### config.mk
export PLATFORM = sky130hd
export DESIGN_NAME = cab_regs
export DESIGN_NICKNAME = d
export VERILOG_FILES = /design/src/pca_pkg.sv /design/src/pca_regs.sv
export SDC_FILE = /design/constraint.sdc
export NUM_CORES = 1
export LEC_CHECK = 0
export ABC_AREA = 1
export BUFFER_PORTS_ARGS = -buffer_cell sky130_fd_sc_hd__buf_2
export CORE_MARGIN = 2
export CORE_UTILIZATION = 50
export CTS_BUF_LIST = sky130_fd_sc_hd__clkbuf_16
export DETAILED_ROUTE_END_ITERATION = 10
export GPL_TIMING_DRIVEN = 0
export PLACE_DENSITY = 0.74
export SLEW_MARGIN = 10
export SYNTH_ARGS = -nofsm -noshare
export SYNTH_HDL_FRONTEND = slang
export SYNTH_SLANG_ARGS = --single-unit
### constraint.sdc
create_clock -name i_clk_sys -period 2.6 [get_ports i_clk_sys]
set_input_delay 0.52 -clock i_clk_sys [delete_from_list [all_inputs] [get_ports i_clk_sys]]
set_output_delay 0.52 -clock i_clk_sys [all_outputs]
set_load 0.02 [all_outputs]
### src/pca_pkg.sv
// package with addresses, reset values and types of the counter array byte registers
package cab_pkg;
  // special function addresses of the counter bytes
  localparam logic [7:0] ADDR_COUNTER_LOW = 8'hf9;
  localparam logic [7:0] ADDR_COUNTER_HIGH = 8'hfa;
  // counter control register, holds the overflow flag
  localparam logic [7:0] ADDR_COUNTER_CONTROL = 8'hd8;
  // bit position of the overflow flag inside the control register
  localparam int CTRL_OVERFLOW_BIT = 7;
  // number of capture/compare modules
  localparam int NUM_MODULES = 5;
  // low and high byte addresses per module, module zero in the lowest slot
  localparam logic [39:0] ADDR_MODULE_LOW = {8'hfd, 8'hed, 8'heb, 8'he9, 8'hfb};
  localparam logic [39:0] ADDR_MODULE_HIGH = {8'hfe, 8'hee, 8'hec, 8'hea, 8'hfc};
  // reset values
  localparam logic [7:0] RESET_COUNTER_HIGH = 8'h00;
  localparam logic [7:0] RESET_COUNTER_LOW = 8'h00;
  localparam logic [7:0] RESET_MODULE_VALUE = 8'h00;
  localparam logic [7:0] RESET_CONTROL = 8'h00;
  localparam logic [7:0] RESET_READ_DATA = 8'h00;
  // value returned by a read of an address that names no register here
  localparam logic [7:0] UNMAPPED_READ = 8'h00;
  // counter value that wraps on the next count
  localparam logic [15:0] COUNTER_TOP = 16'hffff;
  // simple state of the register access port
  typedef enum logic [1:0] {
    CAB_IDLE = 2'b01,
    CAB_BUSY = 2'b10
  } cab_state_t;
endpackage

### src/pca_regs.sv
// byte-wide register view of the programmable counter array
`timescale 1ns/1ns
////////////////////////////////////////////////////////////////////////////////
// overview
// the block holds one 16-bit counter and five 16-bit capture/compare values
// the core reaches every byte through one special function address
// reads answer at the read edge and the data stands until the next read
// writes land at the write edge and show in the next cycle
// a low byte read of the counter catches the high byte for the next high read
// so software sees both halves of one counter value even while it counts
// a high read with no catch pending returns the live high byte
// the control register holds the overflow flag in its top bit
// software may write the control register freely
// a wrap in the same cycle as a control write still leaves the flag set
// counter byte writes win over the count tick of the same cycle
// unmapped reads return zero and unmapped writes do nothing
////////////////////////////////////////////////////////////////////////////////
module cab_regs (
  input wire logic i_clk_sys,
  input wire logic i_rst_b,
  input wire logic i_count_tick,
  input wire logic [7:0] i_addr,
  input wire logic i_wr_en,
  input wire logic [7:0] i_wr_data,
  input wire logic i_rd_en,
  output logic [7:0] o_rd_data,
  output logic o_overflow_flag,
  output logic [15:0] o_counter,
  output logic [79:0] o_module_values
);
  ////////////////////////////////////////////////////////////////////////////////
  // address decode results
  logic hit_low; // address selects the counter low byte
  logic hit_high; // address selects the counter high byte
  logic hit_ctrl; // address selects the control register
  logic [cab_pkg::NUM_MODULES-1:0] hit_mod_low; // address selects a module low byte
  logic [cab_pkg::NUM_MODULES-1:0] hit_mod_high; // address selects a module high byte
  logic addr_mapped; // address names any register of this block
  logic wr_low; // write strobe on the counter low byte
  logic wr_high; // write strobe on the counter high byte
  logic wr_ctrl; // write strobe on the control register

  ////////////////////////////////////////////////////////////////////////////////
  // counter, latch, control and read data state
  logic [15:0] counter; // running counter value
  logic [15:0] next_counter; // next counter value
  logic [7:0] high_latch; // high byte caught on a low byte read
  logic [7:0] next_high_latch; // next latched high byte
  logic latch_valid; // latched high byte waits to be read
  logic next_latch_valid; // next latch state
  logic [7:0] control; // control register, flag at top bit
  logic [7:0] next_control; // next control value
  logic [7:0] rd_data; // registered read data
  logic [7:0] next_rd_data; // next read data
  logic [79:0] modules; // five capture/compare values
  logic [79:0] next_modules; // next capture/compare values
  logic wraps; // counter wraps in this cycle

  ////////////////////////////////////////////////////////////////////////////////
  // fixed register decode, one address at a time
  always_comb begin
    hit_low = 1'b0;
    hit_high = 1'b0;
    hit_ctrl = 1'b0;
    if (i_addr == cab_pkg::ADDR_COUNTER_LOW) begin
      hit_low = 1'b1;
    end else if (i_addr == cab_pkg::ADDR_COUNTER_HIGH) begin
      hit_high = 1'b1;
    end else if (i_addr == cab_pkg::ADDR_COUNTER_CONTROL) begin
      hit_ctrl = 1'b1;
    end
  end

  // write strobes of the fixed registers
  assign wr_low = i_wr_en && hit_low;
  assign wr_high = i_wr_en && hit_high;
  assign wr_ctrl = i_wr_en && hit_ctrl;
  // any register of the block, used to check unmapped reads
  assign addr_mapped = hit_low || hit_high || hit_ctrl || (|hit_mod_low) || (|hit_mod_high);

  ////////////////////////////////////////////////////////////////////////////////
  // next values of counter, latch, control and read data
  always_comb begin
    next_counter = counter;
    next_high_latch = high_latch;
    next_latch_valid = latch_valid;
    next_control = control;
    next_rd_data = rd_data;
    // the counter wraps when a tick meets the top value
    wraps = i_count_tick && (counter == cab_pkg::COUNTER_TOP);
    // counting runs first, software writes override the count
    if (i_count_tick) begin
      next_counter = counter + 16'h0001;
    end
    // counter byte writes and the control write, one address at a time
    if (wr_low) begin
      next_counter[7:0] = i_wr_data;
    end else if (wr_high) begin
      next_counter[15:8] = i_wr_data;
    end else if (wr_ctrl) begin
      next_control = i_wr_data; // software may clear the flag here
    end
    // an overflow in the same cycle as a control write still sets the flag
    if (wraps) begin
      next_control[cab_pkg::CTRL_OVERFLOW_BIT] = 1'b1;
    end
    // read path, data stands from the edge after the read until the next read
    if (i_rd_en) begin
      if (hit_low) begin
        next_rd_data = counter[7:0];
        next_high_latch = counter[15:8];
        next_latch_valid = 1'b1; // armed for the paired high read
      end else if (hit_high) begin
        // latched value pairs with the low byte read before
        next_rd_data = latch_valid ? high_latch : counter[15:8];
        next_latch_valid = 1'b0; // the catch is used up
      end else if (hit_ctrl) begin
        next_rd_data = control;
      end else begin
        // unmapped addresses read as zero
        next_rd_data = cab_pkg::UNMAPPED_READ;
        for (int m = 0; m < cab_pkg::NUM_MODULES; m++) begin
          if (hit_mod_low[m]) begin
            next_rd_data = modules[m*16 +: 8];
          end else if (hit_mod_high[m]) begin
            next_rd_data = modules[m*16+8 +: 8];
          end
        end
      end
    end
  end

  ////////////////////////////////////////////////////////////////////////////////
  // registers of counter, latch, control and read data
  always_ff @(posedge i_clk_sys or negedge i_rst_b) begin
    if (!i_rst_b) begin
      counter <= {cab_pkg::RESET_COUNTER_HIGH, cab_pkg::RESET_COUNTER_LOW};
      high_latch <= cab_pkg::RESET_COUNTER_HIGH;
      latch_valid <= 1'b0;
      control <= cab_pkg::RESET_CONTROL;
      rd_data <= cab_pkg::RESET_READ_DATA;
    end else begin
      counter <= next_counter;
      high_latch <= next_high_latch;
      latch_valid <= next_latch_valid;
      control <= next_control;
      rd_data <= next_rd_data;
    end
  end

  ////////////////////////////////////////////////////////////////////////////////
  // capture/compare value bytes, one slice per module
  genvar g;
  generate
    for (g = 0; g < cab_pkg::NUM_MODULES; g++) begin : g_module
      // decode of this module's two byte addresses
      assign hit_mod_low[g] = (i_addr == cab_pkg::ADDR_MODULE_LOW[g*8 +: 8]);
      assign hit_mod_high[g] = (i_addr == cab_pkg::ADDR_MODULE_HIGH[g*8 +: 8]);
      // next value of this module's two bytes
      always_comb begin
        next_modules[g*16 +: 16] = modules[g*16 +: 16];
        if (i_wr_en && hit_mod_low[g]) begin
          next_modules[g*16 +: 8] = i_wr_data;
        end else if (i_wr_en && hit_mod_high[g]) begin
          next_modules[g*16+8 +: 8] = i_wr_data;
        end
      end
      // register this module's bytes
      always_ff @(posedge i_clk_sys or negedge i_rst_b) begin
        if (!i_rst_b) begin
          modules[g*16 +: 16] <= {cab_pkg::RESET_MODULE_VALUE, cab_pkg::RESET_MODULE_VALUE};
        end else begin
          modules[g*16 +: 16] <= next_modules[g*16 +: 16];
        end
      end

      // a written low byte lands in this module's value
      a_module_low_store: assert property (@(posedge i_clk_sys) disable iff (!i_rst_b)
        (i_wr_en && hit_mod_low[g]) |=> (modules[g*16 +: 8] == $past(i_wr_data)))
        else $error("module low byte write lost");

      // a written high byte lands in this module's value
      a_module_high_store: assert property (@(posedge i_clk_sys) disable iff (!i_rst_b)
        (i_wr_en && hit_mod_high[g]) |=> (modules[g*16+8 +: 8] == $past(i_wr_data)))
        else $error("module high byte write lost");
    end
  endgenerate

  ////////////////////////////////////////////////////////////////////////////////
  // outputs, all straight from flip-flops
  assign o_rd_data = rd_data;
  assign o_overflow_flag = control[cab_pkg::CTRL_OVERFLOW_BIT];
  assign o_counter = counter;
  assign o_module_values = modules;

  ////////////////////////////////////////////////////////////////////////////////
  // assertions on the counter bytes, the catch and the overflow flag

  // a wrap always leaves the flag set
  a_overflow_sets_flag: assert property (@(posedge i_clk_sys) disable iff (!i_rst_b)
    wraps |=> o_overflow_flag)
    else $error("overflow did not set the flag");

  // a wrap during a control write still leaves the flag set
  a_flag_ctrl_write: assert property (@(posedge i_clk_sys) disable iff (!i_rst_b)
    (wraps && wr_ctrl) |=> o_overflow_flag)
    else $error("overflow lost during a control write");

  // a low byte read returns the counter low byte
  a_low_read_data: assert property (@(posedge i_clk_sys) disable iff (!i_rst_b)
    (i_rd_en && hit_low) |=> (o_rd_data == $past(counter[7:0])))
    else $error("low byte read wrong");

  // a low byte write lands
  a_low_write_data: assert property (@(posedge i_clk_sys) disable iff (!i_rst_b)
    wr_low |=> (counter[7:0] == $past(i_wr_data)))
    else $error("low byte write lost");

  // a high byte write lands
  a_high_write_data: assert property (@(posedge i_clk_sys) disable iff (!i_rst_b)
    wr_high |=> (counter[15:8] == $past(i_wr_data)))
    else $error("high byte write lost");

  // a low byte read arms the catch with the high byte of that moment
  a_latch_loaded: assert property (@(posedge i_clk_sys) disable iff (!i_rst_b)
    (i_rd_en && hit_low) |=> (latch_valid && (high_latch == $past(counter[15:8]))))
    else $error("high byte not caught on low read");

  // a high read right after a low read returns the caught byte
  a_latch_pairs_read: assert property (@(posedge i_clk_sys) disable iff (!i_rst_b)
    (i_rd_en && hit_low) ##1 (i_rd_en && hit_high)
    |=> (o_rd_data == $past(counter[15:8], 2)))
    else $error("high byte not paired with low read");

  // a high read with no catch pending returns the live byte
  a_high_read_live: assert property (@(posedge i_clk_sys) disable iff (!i_rst_b)
    (i_rd_en && hit_high && !latch_valid) |=> (o_rd_data == $past(counter[15:8])))
    else $error("live high byte read wrong");

  // a high read always uses up the catch
  a_latch_cleared: assert property (@(posedge i_clk_sys) disable iff (!i_rst_b)
    (i_rd_en && hit_high) |=> !latch_valid)
    else $error("catch not cleared by high read");

  // module zero low byte, written then read back at once
  a_module0_low: assert property (@(posedge i_clk_sys) disable iff (!i_rst_b)
    (i_wr_en && hit_mod_low[0]) ##1 (i_rd_en && hit_mod_low[0] && !i_wr_en)
    |=> (o_rd_data == $past(i_wr_data, 2)))
    else $error("module zero low byte not stored");

  // module four high byte, written then read back at once
  a_module4_high: assert property (@(posedge i_clk_sys) disable iff (!i_rst_b)
    (i_wr_en && hit_mod_high[4]) ##1 (i_rd_en && hit_mod_high[4] && !i_wr_en)
    |=> (o_rd_data == $past(i_wr_data, 2)))
    else $error("module four high byte not stored");

  // the flag holds unless software writes the control register
  a_flag_held: assert property (@(posedge i_clk_sys) disable iff (!i_rst_b)
    (o_overflow_flag && !wr_ctrl) |=> o_overflow_flag)
    else $error("overflow flag dropped without a write");

  // the counter steps by one when no byte write intervenes
  a_count_step: assert property (@(posedge i_clk_sys) disable iff (!i_rst_b)
    (i_count_tick && !wr_low && !wr_high) |=> (counter == $past(counter) + 16'h0001))
    else $error("counter did not step by one");

  // read data stands while no read is made
  a_rd_data_holds: assert property (@(posedge i_clk_sys) disable iff (!i_rst_b)
    !i_rd_en |=> $stable(o_rd_data))
    else $error("read data moved without a read");

  // an unmapped read returns zero
  a_unmapped_read: assert property (@(posedge i_clk_sys) disable iff (!i_rst_b)
    (i_rd_en && !addr_mapped) |=> (o_rd_data == cab_pkg::UNMAPPED_READ))
    else $error("unmapped read not zero");

  // cover: a wrap meets a control write
  c_wrap_on_ctrl_write: cover property (@(posedge i_clk_sys) disable iff (!i_rst_b)
    wraps && wr_ctrl);
  // cover: low read followed at once by a high read
  c_paired_read: cover property (@(posedge i_clk_sys) disable iff (!i_rst_b)
    (i_rd_en && hit_low) ##1 (i_rd_en && hit_high));
  // cover: a write to module one low byte
  c_module_write: cover property (@(posedge i_clk_sys) disable iff (!i_rst_b)
    i_wr_en && hit_mod_low[1]);
  // cover: a read of an unmapped address
  c_unmapped_read: cover property (@(posedge i_clk_sys) disable iff (!i_rst_b)
    i_rd_en && !addr_mapped);
endmodule // cab_regs

==> impl_metrics.env, run 1 <==
export IMPL_status="finished clean"
export IMPL_yosys_area_top_type="dfrtp_1"
export IMPL_numCtsBuffers=17
export IMPL_cts_resized_gates=0
export IMPL_dpl_cell_count=1000
export IMPL_synth_mux_area_share_pct=0
export IMPL_tritoncts="built"
export IMPL_synthXorXnorAreaFrac_pct=1.17
export IMPL_syn_avg_cell_area_sq_um=8.18
export IMPL_p_per_area_mw_per_mm2=693
export IMPL_drive_above_1_share_pct=23.6
export IMPL_cts_buffer_depth=2
export IMPL_nets=899
export IMPL_drt_met1_wl_mm=7.57
export IMPL_skew_ns=0.00653
export IMPL_syn_instance_count=731
export IMPL_synthSimpleGateAreaFrac_pct=26.4
export IMPL_die_h_um=113
export IMPL_ir_drop_mv=0.389
export IMPL_hold_buffers=1
export IMPL_crit_type="flop to flop"
export IMPL_synth_most_common_cell="nand2_1"
export IMPL_syn_cell_area_sq_mm=0.00598
export IMPL_rsz0062_at_grt="no"
export IMPL_period_needed_ns=2.02
export IMPL_slew_headroom_pct=38.9
export IMPL_top_layer="met4"
export IMPL_diodes=0
export IMPL_maxCapViolCount=0
export IMPL_placed_area_sq_mm=0.00682
export IMPL_synth_compound_area_share_pct=13.5
export IMPL_drt_total_wl_mm=18.6
export IMPL_dr_pass1_iters=6
export IMPL_cts_root_buf="clkbuf_16"
export IMPL_fin_area_sq_mm=0.00738
export IMPL_synth_seq_cells=121
export IMPL_start_util_pct=51.7
export IMPL_yosys_cell_types_count=35
export IMPL_cts_sinks=121
export IMPL_synth_top_area_share_pct=50.6
export IMPL_worstPathArrival_ns=2.28
export IMPL_dr_wl_met3_mm=1.72
export IMPL_cp_required_ns=2.86
export IMPL_grt_pass1_vias=5551
export IMPL_max_freq_mhz=495
export IMPL_synth_top_family_by_area="simple AND/OR/NAND/NOR gates"
export IMPL_detail_route_wl_per_cell_um=18.0
export IMPL_area_growth_syn_to_layout_pct=23.3
export IMPL_vias=5834
export IMPL_cts_clk_slew_worst_paths_ns=0.05
export IMPL_die_w_um=113
export IMPL_cp_start_kind="flop"
export IMPL_n_fill_cell=977
export IMPL_yosys_top_cells_count="nand2_1 (189), dfrtp_1 (121), inv_1 (80), o21ai_0 (67), nor2_1 (57)"
export IMPL_grt_pass1_wl_mm=29.0
export IMPL_grt_overflow_total=0
export IMPL_instances_no_fill=1033
export IMPL_hold_path_class="input port to flop"
export IMPL_finalHoldViolations=0
export IMPL_gr_usage_all_layers_pct=29.4
export IMPL_end_kind="flop"
export IMPL_drc=0
export IMPL_yosys_warnings=0
export IMPL_finalMaxSlewViolations=0
export IMPL_synth_area_leaders="dfrtp_1 (51%), nand2_1 (12%), o21ai_0 (5.6%)"
export IMPL_crit_fanout=4
export IMPL_rows=39
export IMPL_ant_nets=0
export IMPL_htreeDepth=4
export IMPL_ys_flop_type="dfrtp_1"
export IMPL_gp_congestion=0.968
export IMPL_io_pins=126
export IMPL_drtIter0Drc=512
export IMPL_p_leak_nw=3.70
export IMPL_setup_viol=0
export IMPL_wl_met2_mm=8.66
export IMPL_clk_latency_ns=0.42
export IMPL_final_period_utilization_pct=77.7
export IMPL_synth_edf_count=0
export IMPL_worst_pin_slew_ns=0.917
export IMPL_seq_area_frac_synth_pct=50.6
export IMPL_core_area_sq_mm=0.0116
export IMPL_antenna_found_initial=0
export IMPL_synth_nets=753
export IMPL_die_area_sq_mm=0.0129
export IMPL_io_buffer_count=125
export IMPL_post_cts_buffers=0
export IMPL_dp_final_hpwl_mm=13.3
export IMPL_synth_adder_area_share_pct=0.209
export IMPL_async_flop_share_pct=100
export IMPL_viasPerCell=5.65
export IMPL_grt_max_degree=90
[per-layer routing]
layer / track usage (%) / vias to the layer above
li1: - / 2675
met1: 39.7 / 2814
met2: 45.3 / 296
met3: 7.28 / 49
met4: 13.2 / 0
met5: 0 / -
[path summary, 6_finish.rpt]
kind	slack, ns	cells after the start	to	from
max	0.58	9	o_counter[14]	o_counter[0]
min	0.36	3	control[6]	i_wr_data[6]
max reg2reg	0.58	9	o_counter[14]	o_counter[0]
min reg2reg	0.50	2	high_latch[0]	high_latch[0]
max in group asynchronous	1.29	3	o_module_values[12]	i_rst_b
min in group asynchronous	0.55	2	o_module_values[0]	i_rst_b
[placed cells by master, fill, tap and decap left out, types with 10 or more instances in the layout]
| master | netlist | final |
|---|---|---|
| o21ai_0 | 67 | 67 |
| nand2_2 | 10 | 10 |
| clkbuf_16 | 0 | 17 |
| dfrtp_1 | 121 | 121 |
| nand4_1 | 19 | 19 |
| clkbuf_1 | 14 | 14 |
| nand3_1 | 44 | 44 |
| o21ai_1 | 33 | 33 |
| nand2_1 | 189 | 189 |
| nor2_1 | 57 | 57 |
| buf_2 | 10 | 134 |
| inv_1 | 80 | 85 |
[power breakdown]
group / internal (mW) / switching (mW) / total [mW]
Clock: 1.37 / 0.823 / 2.20
Sequential: 2.03 / 0.140 / 2.17
Combinational: 0.235 / 0.516 / 0.751
Total: 3.64 / 1.48 / 5.11
[kinds of logic (layout without fill, tap and decap cells)]
kind of cell             count (synthesis)  in the layout
AND/OR/NAND/NOR                        343            343
AO/OA/AOI/OAI                          141            141
flip-flops                             121            121
buffers and inverters                  117            276
XOR/XNOR                                 8              8
adder cells (fa/ha/maj)                  1              1
[layout make-up]
type	count	area [sq um]	area share, %
inverters	86	323	4.38
plain buffers	31	163	2.20
multi-input cells	493	2470	33.5
clock inverters	15	121	1.65
clock buffers	17	425	5.77
repair buffers	127	669	9.07
flip-flops and latches	121	3030	41.0
well taps	143	179	2.43
[flip-flops by register name, indices dropped and copies added, names as in the netlist]
name / cells
control: 8
high_latch: 8
o_rd_data: 8
o_module_values: 80
latch_valid: 1
o_counter: 16
[worst max-delay path: stages, from the launching register on]
cell and delay [ns]:
dfrtp_1 0.41, ha_1 0.20, nand2_1 0.08, nor2_1 0.17, nand4_1 0.19, nor3_2 0.32, nand4_1 0.19, xor2_1 0.18
nand2_1 0.06, o21ai_0 0.07
[through the flow]
| stage | power, mW | hold WS, ns | setup slack [ns] | utilization (%) | TNS, ns |
|---|---|---|---|---|---|
| CTS | 5.11 | 0.360 | 0.592 | 63.8 | 0 |
| detailed placement | 2.93 | 0.429 | 0.280 | 59.0 | 0 |
| global placement | 2.91 | 0.470 | -0.446 | 58.7 | -52.90 |
| floorplan | 2.61 | 0.224 | 0.823 | - | 0 |
| global route | 5.29 | 0.361 | 0.367 | 63.8 | 0 |
| finish | 5.11 | 0.358 | 0.580 | 63.8 | 0 |
Note: power is estimated with default switching activity, not from simulation.
==> run 2: changes to the inputs <==
--- a/config.mk
+++ b/config.mk
@@ -12,7 +12,7 @@
 export CTS_BUF_LIST = sky130_fd_sc_hd__clkbuf_16
 export DETAILED_ROUTE_END_ITERATION = 10
 export GPL_TIMING_DRIVEN = 0
-export PLACE_DENSITY = 0.74
+export PLACE_DENSITY = 0.77
 export SLEW_MARGIN = 10
 export SYNTH_ARGS = -nofsm -noshare
 export SYNTH_HDL_FRONTEND = slang
==> constraint.sdc (replaced) <==
create_clock -name i_clk_sys -period 1.6 [get_ports i_clk_sys]
set_input_delay 0.32 -clock i_clk_sys [delete_from_list [all_inputs] [get_ports i_clk_sys]]
set_output_delay 0.32 -clock i_clk_sys [all_outputs]
set_load 0.02 [all_outputs]
==> impl_metrics.env, run 2 (synthesis results as in run 1) <==
export IMPL_power_share_sequential_pct=40.6
export IMPL_cts_sinks=121
export IMPL_cts_root_buf="clkbuf_16"
export IMPL_tritoncts="built"
export IMPL_die_w_um=113
export IMPL_antenna_found_initial=0
export IMPL_ir_drop_mv=0.787
export IMPL_drtIter0Drc=698
export IMPL_htreeDepth=4
export IMPL_final_period_utilization_pct=107
export IMPL_p_sw_mw=2.58
export IMPL_status="finished, violations left"
export IMPL_dr_pass1_iters=6
export IMPL_start_util_pct=51.7
export IMPL_dpl_cell_count=1000
export IMPL_end_kind="flop"
export IMPL_cts_buffer_depth=2
export IMPL_combPwrFrac_pct=15.7
export IMPL_instances_no_fill=1050
export IMPL_final_cell_mix="nand2_1 (185), buf_2 (132), dfrtp_1 (118)"
export IMPL_grt_pass1_wl_mm=29.6
export IMPL_area_growth_syn_to_layout_pct=29.6
export IMPL_grt_max_degree=93
export IMPL_hold_path_class="input port to flop"
export IMPL_skew_ns=0.00626
export IMPL_grt_overflow_total=0
export IMPL_core_area_sq_mm=0.0116
export IMPL_gp_congestion=0.879
export IMPL_drive_above_1_share_pct=28.6
export IMPL_largest_register_ffs=80
export IMPL_final_util_pct=67.0
export IMPL_cp_start_kind="flop"
export IMPL_max_freq_mhz=582
export IMPL_holdWs_ns=0.179
export IMPL_fin_area_sq_mm=0.00775
export IMPL_grt_pass1_vias=5463
export IMPL_intPower_mw=6.18
export IMPL_crit_type="flop to flop"
export IMPL_worstPathArrival_ns=1.99
export IMPL_ant_nets=0
export IMPL_p_per_area_mw_per_mm2=1130
export IMPL_maxCapViolCount=0
export IMPL_vias=5908
export IMPL_rows=39
export IMPL_worst_slack_ns=-0.119
export IMPL_period_needed_ns=1.72
export IMPL_io_pins=126
export IMPL_slew_headroom_pct=42.6
export IMPL_io_buffer_count=125
export IMPL_clkPwrFrac_pct=43.7
export IMPL_drt_total_wl_mm=19.0
export IMPL_p_leak_nw=3.87
export IMPL_nets=916
export IMPL_gr_usage_all_layers_pct=30.1
export IMPL_final_common_cell="nand2_1"
export IMPL_die_area_sq_mm=0.0129
export IMPL_dp_final_hpwl_mm=12.8
export IMPL_swShare_pct=29.4
export IMPL_numCtsBuffers=17
export IMPL_finalMaxSlewViolations=0
export IMPL_clk_latency_ns=0.42
export IMPL_worst_pin_slew_ns=0.861
export IMPL_diodes=0
export IMPL_placed_area_sq_mm=0.00683
export IMPL_rsz0062_at_grt="yes"
export IMPL_setup_viol=11
export IMPL_p_total_mw=8.76
export IMPL_cts_clk_slew_worst_paths_ns=0.06
export IMPL_die_h_um=113
export IMPL_viasPerCell=5.63
export IMPL_finalHoldViolations=0
export IMPL_detail_route_wl_per_cell_um=18.1
export IMPL_cp_required_ns=1.87
export IMPL_crit_fanout=4
export IMPL_drc=0
export IMPL_violations="negative setup slack"
## run 2: changes by cell type in the layout (fill, tap and decap cells not counted), sizes merged
cell      previous run  this run
buf                143       160
bufinv               2         3
clkinv               6         5
clkinvlp             2         4
inv                 91        89
## run 2: final cells by class
| class | instances | area (sq um) |
|---|---|---|
| buffer | 30 | 178 |
| clock buffer | 17 | 425 |
| clock inverter | 15 | 163 |
| fill | 934 | 3810 |
| inverter | 86 | 323 |
| multi-input combinational | 493 | 2610 |
| sequential | 121 | 3030 |
| tap | 143 | 179 |
| timing repair buffer | 145 | 840 |
## run 2: final timing paths
path | cells past startpoint | slack (ns) | to | start
max | 8 | -0.12 | o_counter[14] | o_counter[3]
min | 3 | 0.18 | control[6] | i_wr_data[6]
max reg2reg | 8 | -0.12 | o_counter[14] | o_counter[3]
min reg2reg | 2 | 0.49 | high_latch[6] | high_latch[6]
max in group asynchronous | 3 | 0.50 | o_module_values[49] | i_rst_b
min in group asynchronous | 2 | 0.35 | o_module_values[1] | i_rst_b
## run 2: repair_timing
action                                 CTS  global route
pin swaps                               13            18
setup endpoints to repair               13            25
setup buffers                           13             6
hold buffers                             1             0
endpoints found under the hold margin   29             0
gates resized for setup                 26            24
## run 2: metrics by stage
stage / setup slack, ns / TNS [ns]
2_1_floorplan: -0.0666 / -0.0666
3_3_place_gp: -1.53 / -173.30
3_5_place_dp: -0.549 / -17.36
4_1_cts: -0.213 / -1.31
5_1_grt: -0.250 / -1.92
6_report: -0.119 / -0.708
## run 2: worst max-delay path, stage by stage (launching register included)
cell and delay (ns):
dfrtp_1 0.43, inv_1 0.12, nor2_4 0.13, nand4_1 0.19
nor3_4 0.23, nand4_1 0.17, xor2_1 0.18, nand2_1 0.05
o21ai_1 0.06
## run 2: layer usage
| layer | up-vias | global-route usage, % | wire (um) |
|---|---|---|---|
| met3 | 42 | 5.84 | 1650 |
| met2 | 323 | 45.7 | 8890 |
| met4 | 0 | 11.8 | 530 |
| met5 | - | 0 | 0 |
| li1 | 2709 | - | - |
| met1 | 2834 | 43.1 | 7910 |
## run 2: power groups by stage
| stage | clock network (mW) | registers [mW] | logic (mW) |
|---|---|---|---|
| 6_report | 3.83 | 3.56 | 1.37 |
| 5_1_grt | 4.01 | 3.58 | 1.49 |
| 4_1_cts | 3.84 | 3.52 | 1.31 |
| 3_5_place_dp | 0 | 3.57 | 1.19 |
| 3_3_place_gp | 0 | 3.57 | 1.16 |
| 2_1_floorplan | 0 | 3.77 | 0.483 |
